[src/logic/ctst_regs.svh]
// Purpose: register map, field positions, reset values and timing counts
// Assumes: 16-bit register data, 4-bit byte address
// Notes:   definitions only
`ifndef CTST_REGS_SVH
`define CTST_REGS_SVH
`define CTST_CTRL_OFS     4'h0
`define CTST_CFG_OFS      4'h4
`define CTST_STAT_OFS     4'h8
`define CTST_CTRL_EN      0
`define CTST_CTRL_TE      1
`define CTST_CTRL_TM      2
`define CTST_CTRL_HR      3
`define CTST_CTRL_MASK    4
`define CTST_CTRL_RSTB    7
`define CTST_CTRL_RST     5'h0F
`define CTST_CFG_FAST     1:0
`define CTST_CFG_TO       3:2
`define CTST_CFG_WV       5:4
`define CTST_CFG_WI       6
`define CTST_CFG_CI       8:7
`define CTST_CFG_RST      9'h002
`define CTST_PH_IDLE      3'h0
`define CTST_PH_TRICKLE   3'h1
`define CTST_PH_PRE       3'h2
`define CTST_PH_CC        3'h3
`define CTST_PH_CV        3'h4
`define CTST_PH_TOPOFF    3'h5
`define CTST_PH_DONE      3'h6
`define CTST_CLK_NS       25
`define CTST_TICK_NS      1000000000
`define CTST_S_PER_HR     3600
`define CTST_S_PER_MIN    60
`define CTST_PRE_HR       2
`define CTST_FAST0_HR     5
`define CTST_FAST1_HR     8
`define CTST_FAST2_HR     12
`define CTST_FAST3_HR     20
`define CTST_TO1_MIN      15
`define CTST_TO2_MIN      30
`define CTST_TO3_MIN      45
`endif

[src/logic/ctst_pkg.sv]
// Purpose: shared types of the charge supervisor
// Assumes: nothing
// Notes:   state of each module is one packed struct
package ctst_pkg;
  typedef enum logic [1:0] {S_IDLE, S_CHG, S_TOPOFF, S_DONE} ctst_state_t;

  typedef struct packed {
    ctst_state_t st;
    logic [2:0]  phase;
    logic [4:0]  ctrl;
    logic [8:0]  cfg;
    logic [1:0]  to_sel;
    logic [16:0] st_cnt;
    logic [11:0] to_cnt;
    logic        hp;
    logic        tfault;
    logic        en_d;
    logic        lowv_d;
    logic        alert;
    logic        stat_oe;
    logic        stat_lvl;
    logic        chg_on;
    logic [1:0]  vsel;
    logic [1:0]  isel;
    logic [15:0] rdata;
  } ctst_core_t;

  typedef struct packed {
    logic [31:0] cnt;
    logic        tick;
  } ctst_div_t;
endpackage

[src/logic/ctst_if.sv]
// Purpose: carries the timer tick from divider to supervisor
// Assumes: single clock
// Notes:   tick is a one-cycle pulse
`timescale 1ns/1ps
interface ctst_if;
  logic tick;
  modport src (output tick);
  modport dst (input tick);
endinterface

[src/logic/ctst_tick.sv]
// Purpose: divides the core clock down to the timer tick
// Assumes: TICK_CYC of at least 2
// Notes:   tick is registered
`timescale 1ns/1ps
module ctst_tick import ctst_pkg::*; #(
  parameter int TICK_CYC = 40000000
) (
  input  wire logic clk_i,
  input  wire logic rstn_i,
  ctst_if.src       tk
);
  localparam logic [31:0] LAST = 32'(TICK_CYC - 1);

  ctst_div_t r;
  ctst_div_t next_r;

  always_comb begin
    next_r      = r;
    next_r.tick = 1'b0;
    if (r.cnt == LAST) begin
      next_r.cnt  = 32'h0;
      next_r.tick = 1'b1;
    end else begin
      next_r.cnt = r.cnt + 32'h1;
    end
  end

  always_ff @(posedge clk_i or negedge rstn_i) begin
    if (!rstn_i) begin
      r <= '0;
    end else begin
      r <= next_r;
    end
  end

  assign tk.tick = r.tick;
endmodule

[src/logic/ctst_top.sv]
// Purpose: charge cycle supervisor: termination, top-off, zones, safety timers
// Assumes: status inputs are synchronous to clk_i; zone inputs are one-hot or zero
// Notes:   all timers count whole ticks of the divider
//
// How it works
// terminate above recharge and below termination current
// on termination release status, code 110, alert
// no termination during any regulation loop
// termination disabled bit blocks termination until re-enabled
// nonzero top-off runs after termination, code 101
// top-off pauses and halves with safety timer
// top-off expiry gives code 110 and alert
// top-off count cleared on restart or reset
// top-off duration latched at termination
// event mask withholds phase change alerts, not the timer fault alert
// charge only inside thermistor window
// warm zone picks charge voltage selection
// warm zone current 100% or 40%
// cool zone current 100/40/20% or suspend
// warm or cool zone blocks termination
// fast-charge limit expiry sets fault, alerts
// regulation or balancing halves timer rate
// half-rate bit change keeps accumulated count
// faults and supplement hold the count
// restart and region crossing clear timer
// two-hour precharge timer, same rules
// phase code encoding 000 to 110
// one tick, half rate on every second
`timescale 1ns/1ps
`include "ctst_regs.svh"
module ctst_top import ctst_pkg::*; #(
  parameter int TICK_CYC = `CTST_TICK_NS / `CTST_CLK_NS
) (
  input  wire logic        clk_i,
  input  wire logic        rstn_i,
  input  wire logic [3:0]  addr_i,
  input  wire logic [15:0] wdata_i,
  input  wire logic        wr_i,
  input  wire logic        rd_i,
  output logic      [15:0] rdata_o,
  input  wire logic        charge_disable_pin_i,
  input  wire logic        vbat_above_recharge_i,
  input  wire logic        ibat_below_term_i,
  input  wire logic        vbat_below_short_i,
  input  wire logic        vbat_below_lowv_i,
  input  wire logic        cv_mode_i,
  input  wire logic        input_current_loop_status_i,
  input  wire logic        input_voltage_loop_i,
  input  wire logic        thermal_reg_i,
  input  wire logic        balance_active_i,
  input  wire logic        charge_fault_i,
  input  wire logic        supplement_i,
  input  wire logic        thermistor_cold_i,
  input  wire logic        thermistor_cool_i,
  input  wire logic        thermistor_warm_i,
  input  wire logic        thermistor_hot_i,
  output logic             stat_o,
  output logic             stat_oe_o,
  output logic             alert_o,
  output logic      [2:0]  charge_phase_code_o,
  output logic             chg_on_o,
  output logic      [1:0]  vreg_sel_o,
  output logic      [1:0]  ichg_scale_o
);
  ////////////////////////////////////////////////////////////////////////////////
  function automatic logic [16:0] fast_lim(input logic [1:0] sel);
    logic [31:0] h;
    case (sel)
      2'h0:    h = `CTST_FAST0_HR;
      2'h1:    h = `CTST_FAST1_HR;
      2'h2:    h = `CTST_FAST2_HR;
      default: h = `CTST_FAST3_HR;
    endcase
    return 17'(h * `CTST_S_PER_HR);
  endfunction

  function automatic logic [11:0] to_lim(input logic [1:0] sel);
    logic [31:0] m;
    case (sel)
      // a cleared selection ends a running top-off at once
      2'h0:    m = 32'h0000_0000;
      2'h1:    m = `CTST_TO1_MIN;
      2'h2:    m = `CTST_TO2_MIN;
      default: m = `CTST_TO3_MIN;
    endcase
    return 12'(m * `CTST_S_PER_MIN);
  endfunction

  function automatic logic [2:0] phase_of(input ctst_state_t s, input logic hold,
                                          input logic sht, input logic lowv,
                                          input logic cv);
    logic [2:0] p;
    case (s)
      S_CHG: begin
        if (hold) begin
          p = `CTST_PH_IDLE;
        end else if (sht) begin
          p = `CTST_PH_TRICKLE;
        end else if (lowv) begin
          p = `CTST_PH_PRE;
        end else if (cv) begin
          p = `CTST_PH_CV;
        end else begin
          p = `CTST_PH_CC;
        end
      end
      S_TOPOFF: p = `CTST_PH_TOPOFF;
      S_DONE:   p = `CTST_PH_DONE;
      default:  p = `CTST_PH_IDLE;
    endcase
    return p;
  endfunction

  ////////////////////////////////////////////////////////////////////////////////
  ctst_core_t  r;
  ctst_core_t  next_r;
  logic        en;
  logic        en_rise;
  logic        out_win;
  logic        zone_susp;
  logic        regul;
  logic        hold;
  logic        half;
  logic        adv;
  logic        term_ok;
  logic        rechg;
  logic        restart;
  logic        st_clr;
  logic        st_run;
  logic [16:0] st_lim;
  logic        st_exp;
  logic        to_exp;
  logic        reg_rst;

  ctst_if tk ();

  ctst_tick #(
    .TICK_CYC (TICK_CYC)
  ) u_tick (
    .clk_i  (clk_i),
    .rstn_i (rstn_i),
    .tk     (tk)
  );

  assign en        = r.ctrl[`CTST_CTRL_EN] & ~charge_disable_pin_i;
  assign en_rise   = en & ~r.en_d;
  assign out_win   = thermistor_cold_i | thermistor_hot_i;
  assign zone_susp = out_win
                   | (thermistor_warm_i & (r.cfg[`CTST_CFG_WV] == 2'h3))
                   | (thermistor_cool_i & (r.cfg[`CTST_CFG_CI] == 2'h3));
  assign regul     = input_current_loop_status_i | input_voltage_loop_i | thermal_reg_i;
  assign hold      = charge_fault_i | supplement_i | zone_susp;
  // half rate only slows a running count; the count itself is never touched
  assign half      = r.ctrl[`CTST_CTRL_HR] & (regul | balance_active_i);
  assign adv       = tk.tick & (~half | r.hp);
  // precharge region is excluded: only fast-charge phases may terminate
  assign term_ok   = vbat_above_recharge_i & ibat_below_term_i
                   & r.ctrl[`CTST_CTRL_TE]
                   & ~regul
                   & ~thermistor_warm_i & ~thermistor_cool_i
                   & ~hold & ~vbat_below_lowv_i;
  assign rechg     = ~vbat_above_recharge_i;
  assign restart   = ((r.st == S_TOPOFF) | (r.st == S_DONE)) & en & rechg;
  assign st_clr    = en_rise | restart | (vbat_below_lowv_i != r.lowv_d);
  assign st_run    = ((r.st == S_CHG) | (r.st == S_TOPOFF)) & ~hold
                   & r.ctrl[`CTST_CTRL_TM];
  assign st_lim    = vbat_below_lowv_i ? 17'(`CTST_PRE_HR * `CTST_S_PER_HR)
                                       : fast_lim(r.cfg[`CTST_CFG_FAST]);
  assign st_exp    = st_run & (r.st_cnt >= st_lim);
  assign to_exp    = (r.st == S_TOPOFF) & (r.to_cnt >= to_lim(r.to_sel));
  assign reg_rst   = wr_i & (addr_i == `CTST_CTRL_OFS) & wdata_i[`CTST_CTRL_RSTB];

  ////////////////////////////////////////////////////////////////////////////////
  always_comb begin
    next_r          = r;
    next_r.alert    = 1'b0;
    next_r.rdata    = 16'h0000;
    next_r.stat_lvl = 1'b0;
    next_r.en_d     = en;
    next_r.lowv_d   = vbat_below_lowv_i;
    if (wr_i && (addr_i == `CTST_CTRL_OFS)) begin
      next_r.ctrl = wdata_i[4:0];
    end
    if (wr_i && (addr_i == `CTST_CFG_OFS)) begin
      next_r.cfg = wdata_i[8:0];
    end
    if (rd_i) begin
      case (addr_i)
        `CTST_CTRL_OFS: next_r.rdata = {11'h000, r.ctrl};
        `CTST_CFG_OFS:  next_r.rdata = {7'h00, r.cfg};
        `CTST_STAT_OFS: next_r.rdata = {9'h000, r.st == S_TOPOFF, half, ~out_win,
                                        r.tfault, r.phase};
        default:        next_r.rdata = 16'h0000;
      endcase
    end
    if (tk.tick && half) begin
      next_r.hp = ~r.hp;
    end
    if (st_clr) begin
      next_r.st_cnt = 17'h00000;
    end else if (st_run && adv && !st_exp) begin
      next_r.st_cnt = r.st_cnt + 17'h00001;
    end
    if ((r.st == S_TOPOFF) && !hold && adv && !to_exp) begin
      next_r.to_cnt = r.to_cnt + 12'h001;
    end
    case (r.st)
      S_IDLE: begin
        if (en && !out_win && !r.tfault) begin
          next_r.st = S_CHG;
        end
      end
      S_CHG: begin
        if (!en) begin
          next_r.st = S_IDLE;
        end else if (st_exp) begin
          next_r.st     = S_IDLE;
          next_r.tfault = 1'b1;
        end else if (term_ok) begin
          next_r.to_sel = r.cfg[`CTST_CFG_TO];
          next_r.to_cnt = 12'h000;
          next_r.st     = (r.cfg[`CTST_CFG_TO] != 2'h0) ? S_TOPOFF : S_DONE;
        end
      end
      S_TOPOFF: begin
        if (!en) begin
          next_r.st = S_IDLE;
        end else if (st_exp) begin
          next_r.st     = S_IDLE;
          next_r.tfault = 1'b1;
        end else if (rechg) begin
          next_r.st = S_CHG;
        end else if (to_exp) begin
          next_r.st = S_DONE;
        end
      end
      S_DONE: begin
        if (!en) begin
          next_r.st = S_IDLE;
        end else if (rechg) begin
          next_r.st = S_CHG;
        end
      end
      default: next_r.st = S_IDLE;
    endcase
    if (en_rise) begin
      next_r.tfault = 1'b0;
      next_r.to_cnt = 12'h000;
    end
    if (reg_rst) begin
      // restoring defaults zeroes the top-off selection, disabling it
      next_r.ctrl   = `CTST_CTRL_RST;
      next_r.cfg    = `CTST_CFG_RST;
      next_r.to_sel = 2'h0;
      next_r.to_cnt = 12'h000;
    end
    next_r.phase   = phase_of(next_r.st, hold, vbat_below_short_i, vbat_below_lowv_i,
                              cv_mode_i);
    next_r.alert   = ((next_r.phase != r.phase) & ~r.ctrl[`CTST_CTRL_MASK])
                   | (next_r.tfault & ~r.tfault);
    next_r.stat_oe = (next_r.st == S_CHG) & ~hold;
    next_r.chg_on  = ((next_r.st == S_CHG) | (next_r.st == S_TOPOFF)) & ~hold;
    next_r.vsel    = thermistor_warm_i ? r.cfg[`CTST_CFG_WV] : 2'h0;
    if (thermistor_warm_i) begin
      next_r.isel = {1'b0, r.cfg[`CTST_CFG_WI]};
    end else if (thermistor_cool_i) begin
      next_r.isel = r.cfg[`CTST_CFG_CI];
    end else begin
      next_r.isel = 2'h0;
    end
  end

  always_ff @(posedge clk_i or negedge rstn_i) begin
    if (!rstn_i) begin
      r      <= '0;
      r.ctrl <= `CTST_CTRL_RST;
      r.cfg  <= `CTST_CFG_RST;
    end else begin
      r <= next_r;
    end
  end

  assign rdata_o             = r.rdata;
  assign stat_o              = r.stat_lvl;
  assign stat_oe_o           = r.stat_oe;
  assign alert_o             = r.alert;
  assign charge_phase_code_o = r.phase;
  assign chg_on_o            = r.chg_on;
  assign vreg_sel_o          = r.vsel;
  assign ichg_scale_o        = r.isel;
endmodule
[config.mk]
export PLATFORM = sky130hd
export DESIGN_NAME = ctst_top
export DESIGN_NICKNAME = d
export VERILOG_FILES = /design/src/logic/ctst_pkg.sv /design/src/logic/ctst_if.sv /design/src/logic/ctst_tick.sv /design/src/logic/ctst_top.sv
export VERILOG_INCLUDE_DIRS = /design/src /design/src/logic
export SDC_FILE = /design/constraint.sdc
export NUM_CORES = 1
export LEC_CHECK = 0
export ABC_AREA = 1
export BUFFER_PORTS_ARGS = -buffer_cell sky130_fd_sc_hd__buf_2
export CAP_MARGIN = 20
export CORE_MARGIN = 10
export CORE_UTILIZATION = 44
export CTS_CLUSTER_DIAMETER = 120
export DETAILED_ROUTE_END_ITERATION = 8
export HOLD_SLACK_MARGIN = 0.12
export PLACE_DENSITY = 0.65
export SLEW_MARGIN = 30
export SYNTH_ARGS = -nofsm -noshare
export SYNTH_HDL_FRONTEND = slang
export SYNTH_SLANG_ARGS = --single-unit
[constraint.sdc]
create_clock -name clk_i -period 2.9 [get_ports clk_i]
set_input_delay 0.58 -clock clk_i [delete_from_list [all_inputs] [get_ports clk_i]]
set_output_delay 0.58 -clock clk_i [all_outputs]
set_load 0.02 [all_outputs]
======== After elaboration in Yosys (flattened, before gate mapping) ========
Index checks and enable logic that the tools add are counted.
storage, ports and cells
  word-level logic and storage cells ...... 172
  input port bits ......................... 40
  register bits ........................... 110
  output and inout port bits .............. 27
operators by class
  multipliers ............................. 2
  mux-type cells .......................... 47
  add/sub/neg operators ................... 3
  reductions and logical operators ........ 28
  bitwise gates (word level) .............. 53
  $lt $le $gt $ge ......................... 2
  equal/unequal tests ..................... 18
operators by type and width
  cell                   number
  $mux 12                7
  $mux 17                3
  $mux 2                 17
  $add 32x1->32 const B  1
  $eq 32x26->1 const B   1
  $mul 32x4->10 const B  1
  $mul 32x8->13 const B  1
  $mux 32                1
  $pmux 9 s3             1
  $and 1x1->1            25
  $mux 9                 2
  $pmux 6 s3             1
  $add 17x1->17 const B  1
  $ge 17x17->1           1
  $eq 2x2->1 const B     8
  $mux 16                1
  $or 1x1->1             15
  $pmux 5 s3             1
  $reduce_bool 2->1      7
  $not 1->1              13
  $add 12x1->12 const B  1
  $ge 12x12->1           1
  $mux 3                 4
  $logic_and 1x1->1      10
  other kinds (15)       29

======== Depth between registers and ports, before layout ========
  depth after elaboration ................. 17
  depth in mapped cells ................... 27
  mapped depth without buffers ............ 27

======== Modules after synthesis ========
From an unflattened synthesis, not the netlist that was laid out.
unflattened totals
  cell total of the unflattened synthesis .. 886
  area, all modules ....................... 6,736.5 um^2
modules (own cells, without submodules)
  module     cells an instance  area each (um^2)  seq. area each (um^2)  times used
  ctst_top   594                4,655.7           1,757.9                1
  ctst_tick  292                2,080.7           825.8                  1

======== Worst setup path before layout ========
OpenSTA, ideal clock, no wires.
  path type ............................... register to register
  start point ............................. register r[60] (netlist bit)
  end point ............................... register r (netlist bit alert_o)
  clock period less this slack ............ 3.187 ns
  required time ........................... 2.784 ns
  cell stages (with the launch flop) ...... 27
  path slack .............................. -0.287 ns
  library setup time ...................... 0.116 ns
  path buffers ............................ 0
  arrival time ............................ 3.070 ns
  cell sequence ........................... dfstp_2 > inv_1 > ha_1 > or2_2 > ha_1 > nand2_1 > nand2_1 > nand2_1 > nand3_1 > nand2_1 > nand3_1 > nand2_4 > nand3_1 > nand2_1 > nand2_1 > inv_1 > ha_1 > inv_1 > nor2_2 > nand3b_1 > nand2_1 > nand2_1 > xnor2_1 > nor2_1 > nand3_1 > nand2_1 > nand2_1
RTL lines
  item                    line             RTL
  start, declared         ctst_top.sv:115  ctst_core_t r;
  start signal, assigned  ctst_top.sv:279  r <= next_r;

==> impl_metrics.py <==
metrics = {
    "synth": {
        "synth_ff_type": "dfrtp_1",
        "synth_top_area_share_pct": 37.1,
        "synth_cells": 828,
        "synthTopCellsByArea": "dfrtp_1, nand2_1, ha_1",
        "synth_edf_count": 0,
        "async_flop_share_pct": 100,
        "yosysWarnings": 0,
        "seq_area_frac_synth_pct": 39.0,
        "yosysTopAreaCell": "dfrtp_1",
        "synth_seq_cells": 103,
        "synth.distinct_cells": 50,
        "netlist_area_um2": 6620,
        "synth.avg_cell_area_um2": 7.99,
    },
    "power_and_ir_drop": {
        "power_density_nw_per_um2": 487,
        "p_sw_share_pct": 30.2,
        "p_switching_w": 0.00117,
        "clkPwrFrac_pct": 33.3,
        "leakagePower_nw": 4.02,
        "power_frac_comb_pct": 25.7,
        "ir_drop_uv": 247,
        "p_int_w": 0.00271,
        "pwr-share-seq_pct": 41.1,
        "power_w": 0.00388,
    },
    "global_routing": {
        "grt_pass1_vias": 5132,
        "grt_usage_pct": 14.9,
        "busiest_layer": "met2",
        "grt_util_met3_pct": 2.72,
        "grt_pass1_wl_mm": 24.5,
        "grt_max_degree": 46,
        "use_met2_pct": 23.7,
        "grt_overflow": 0,
        "met1_usage_pct": 19.9,
        "grt_antenna_before_repair": 0,
    },
    "sta": {
        "worstMarginPinSlew_ps": 629,
        "finClkSkew_ps": 11.6,
        "rsz0062_at_grt": "yes",
        "fmax_ghz": 0.308,
        "drv_slew": 0,
        "setup_viol": 2,
        "fin_crit_ps": 3240,
        "period_share_pct": 112,
        "fin_hold_ws_ps": 208,
        "fin_ws_ps": -344,
        "max_slew_margin_pct": 57.7,
        "hold_viol": 0,
    },
    "cells_and_area": {
        "design.final.nets": 1003,
        "drive_above_1_share_pct": 24.8,
        "multi_input_area_um2": 3600,
        "fill_cells": 1381,
        "final-seq-area_um2": 2580,
        "diodes": 0,
        "syn2layout_area_growth_pct": 20.2,
        "final_core_util_pct": 54.3,
    },
    "setup_path": {
        "critPathArrivalTime_ps": 3490,
        "worstPathMaxFanout": 4,
        "r2r-start": "r[60]$_DFFE_PN1P_",
        "timing.rr.end": "alert_o$_DFF_PN0_",
        "startpoint": "r[60]$_DFFE_PN1P_",
        "crit_top_cell": "nand2_1",
        "cp-end-kind": "register",
        "slowest_delay_ps": 610,
        "regToRegSetupSlack_ps": -340,
        "reg2reg_depth": 26,
        "required_ps": 3140,
        "cp-start-kind": "register",
        "criticalPathCategory": "reg2reg",
        "cp_slowest_cell": "dfstp_2",
    },
    "worst_hold_path": {
        "hold_class": "in2async",
    },
    "route": {
        "drt_iter0_markers": 277,
        "finalWirelength_mm": 15.4,
        "dr.pass1.iters": 4,
        "wl_per_cell_um": 13.9,
        "routed-via-count": 5473,
        "viasPerCell": 4.94,
        "drc": 0,
        "antenna_left": 0,
    },
    "cts": {
        "cts_buffers": 9,
        "cts.sinks": 103,
        "cts.htree.levels": 3,
        "clock_latency_ps": 350,
        "clk_pin_slew_ps": 70,
        "cts_tree": "done",
        "clockBufferDepth": 2,
        "clockRootBuffer": "clkbuf_16",
    },
    "die": {
        "die_h_um": 143,
        "rows": 44,
        "die_area_um2": 20300,
        "io_pins": 67,
        "start_util_pct": 45.2,
        "core_um2": 14600,
        "die_w_um": 143,
    },
    "run_status": {
        "status": "finished, violations left",
        "violations": "negative setup slack",
    },
    "placement": {
        "io_buffer_count": 51,
        "dpl_worst_slack_ps": -389,
        "gp_congestion": 0.891,
        "hpwl_mm": 11.8,
    },
    "job": {
        "max_cap_violations": 0,
    },
}
## cell usage after synthesis, drive strengths merged (3+ instances only)
cell and number:
nand4 20, o31ai 3, o21ai 47, dfstp 5, xnor2 5, nand2 166
nor2 94, inv 147, buf 26, nor3 23, or2 5, xor2 22
ha 43, nor4 18, nor3b 4, dfrtp 98, nand3 50, a21oi 31
## area by class of cell
class                           count  area share, %
Inverter                          148           7.01
Multi-Input combinational cell    556           45.2
Tap cell                          184           2.89
Sequential cell                   103           32.5
Clock inverter                      5           1.04
Timing Repair Buffer              102           8.51
Clock buffer                        9           2.83
## power groups by stage
stage          clock network [W]  registers [W]  logic, W
2_1_floorplan                  0        0.00161  0.000545
3_3_place_gp                   0        0.00161  0.000854
3_5_place_dp                   0        0.00161  0.000865
4_1_cts                  0.00132        0.00159  0.000926
5_1_grt                  0.00138        0.00160   0.00113
6_report                 0.00129        0.00159  0.000995
## metal layers
| layer | part of all wire (%) | routed length (um) | vias to the layer above |
|---|---|---|---|
| met1 | 47 | 7300 | 2536 |
| met3 | 5.0 | 763 | 13 |
| met2 | 46 | 7130 | 103 |
| met5 | 0 | 0 | - |
| met4 | 1.2 | 180 | 0 |
| li1 | - | - | 2821 |
## cells by family (layout without fill, tap and decap cells)
group | count (synthesis) | in the layout | share of synthesized area, %
fa+ha+maj | 43 | 43 | 8.13
other cells | 1 | 8 | 0.0567
buf+inv | 176 | 264 | 11.4
xor+xnor | 27 | 27 | 3.57
simple gates | 383 | 383 | 29.8
flops | 103 | 103 | 39.0
compound gates | 95 | 95 | 8.00
## sequential cells by signal, indices dropped and copies added, names as in the netlist
signal               cells
r                       51
u_tick.r                32
rdata_o                  9
charge_phase_code_o      3
ichg_scale_o             2
vreg_sel_o               2
alert_o                  1
chg_on_o                 1
stat_oe_o                1
u_tick.tk.tick           1
## worst max path at each step
stage,slack [ps],endpoint,cells past startpoint
2_1_floorplan,-100,alert_o$_DFF_PN0_,27
6_report,-340,alert_o$_DFF_PN0_,26
5_1_grt,-590,alert_o$_DFF_PN0_,26
3_5_place_dp,-390,alert_o$_DFF_PN0_,25
3_3_place_gp,-350,alert_o$_DFF_PN0_,27
4_1_cts,-280,alert_o$_DFF_PN0_,27
## worst max-delay path: cells and delay by family, from the launching register on
kind | cells | cell delay [ps]
AOI/OAI and AO/OA | 2 | 340
DFF | 1 | 610
xor gates and xnor gates | 1 | 120
and+or+nand+nor | 16 | 1290
buffers and inverters | 4 | 230
adders and majority gates | 3 | 530
## placed cells by master (no fill, tap or decap), types with 5 or more instances in the layout
cell,netlist,routed
conb_1,1,8
nor4_1,12,12
o21ai_1,6,6
ha_4,0,9
xor2_1,22,22
nand2_1,155,142
inv_1,140,134
nand2_2,7,17
nor2_2,8,6
buf_4,24,47
nor2_4,10,14
nor3_1,17,16
dfrtp_1,98,98
buf_2,2,50
dfstp_2,5,5
nand3_2,3,8
nor2_1,76,74
a21oi_1,30,26
xnor2_1,5,5
clkbuf_16,0,9
ha_1,43,30
inv_2,7,12
nand4_1,19,19
nand2_4,4,7
o21ai_0,41,40
nand3_1,44,38
## timing repair
item,CTS,global route
hold buffers,0,0
gates resized for setup,11,41
pin swaps,15,14
setup buffers,4,5
setup endpoints to repair,12,21
## stage by stage
step	cell area, um2	setup TNS, ps	instances
finish	7960	-489	1107
global route	7960	-2140	1107
CTS	7730	-281	1102
detailed placement	7340	-826	1084
global placement	7340	-554	1084
floorplan	6710	-98.5	835
No activity file was read; power rests on OpenSTA's default activity.
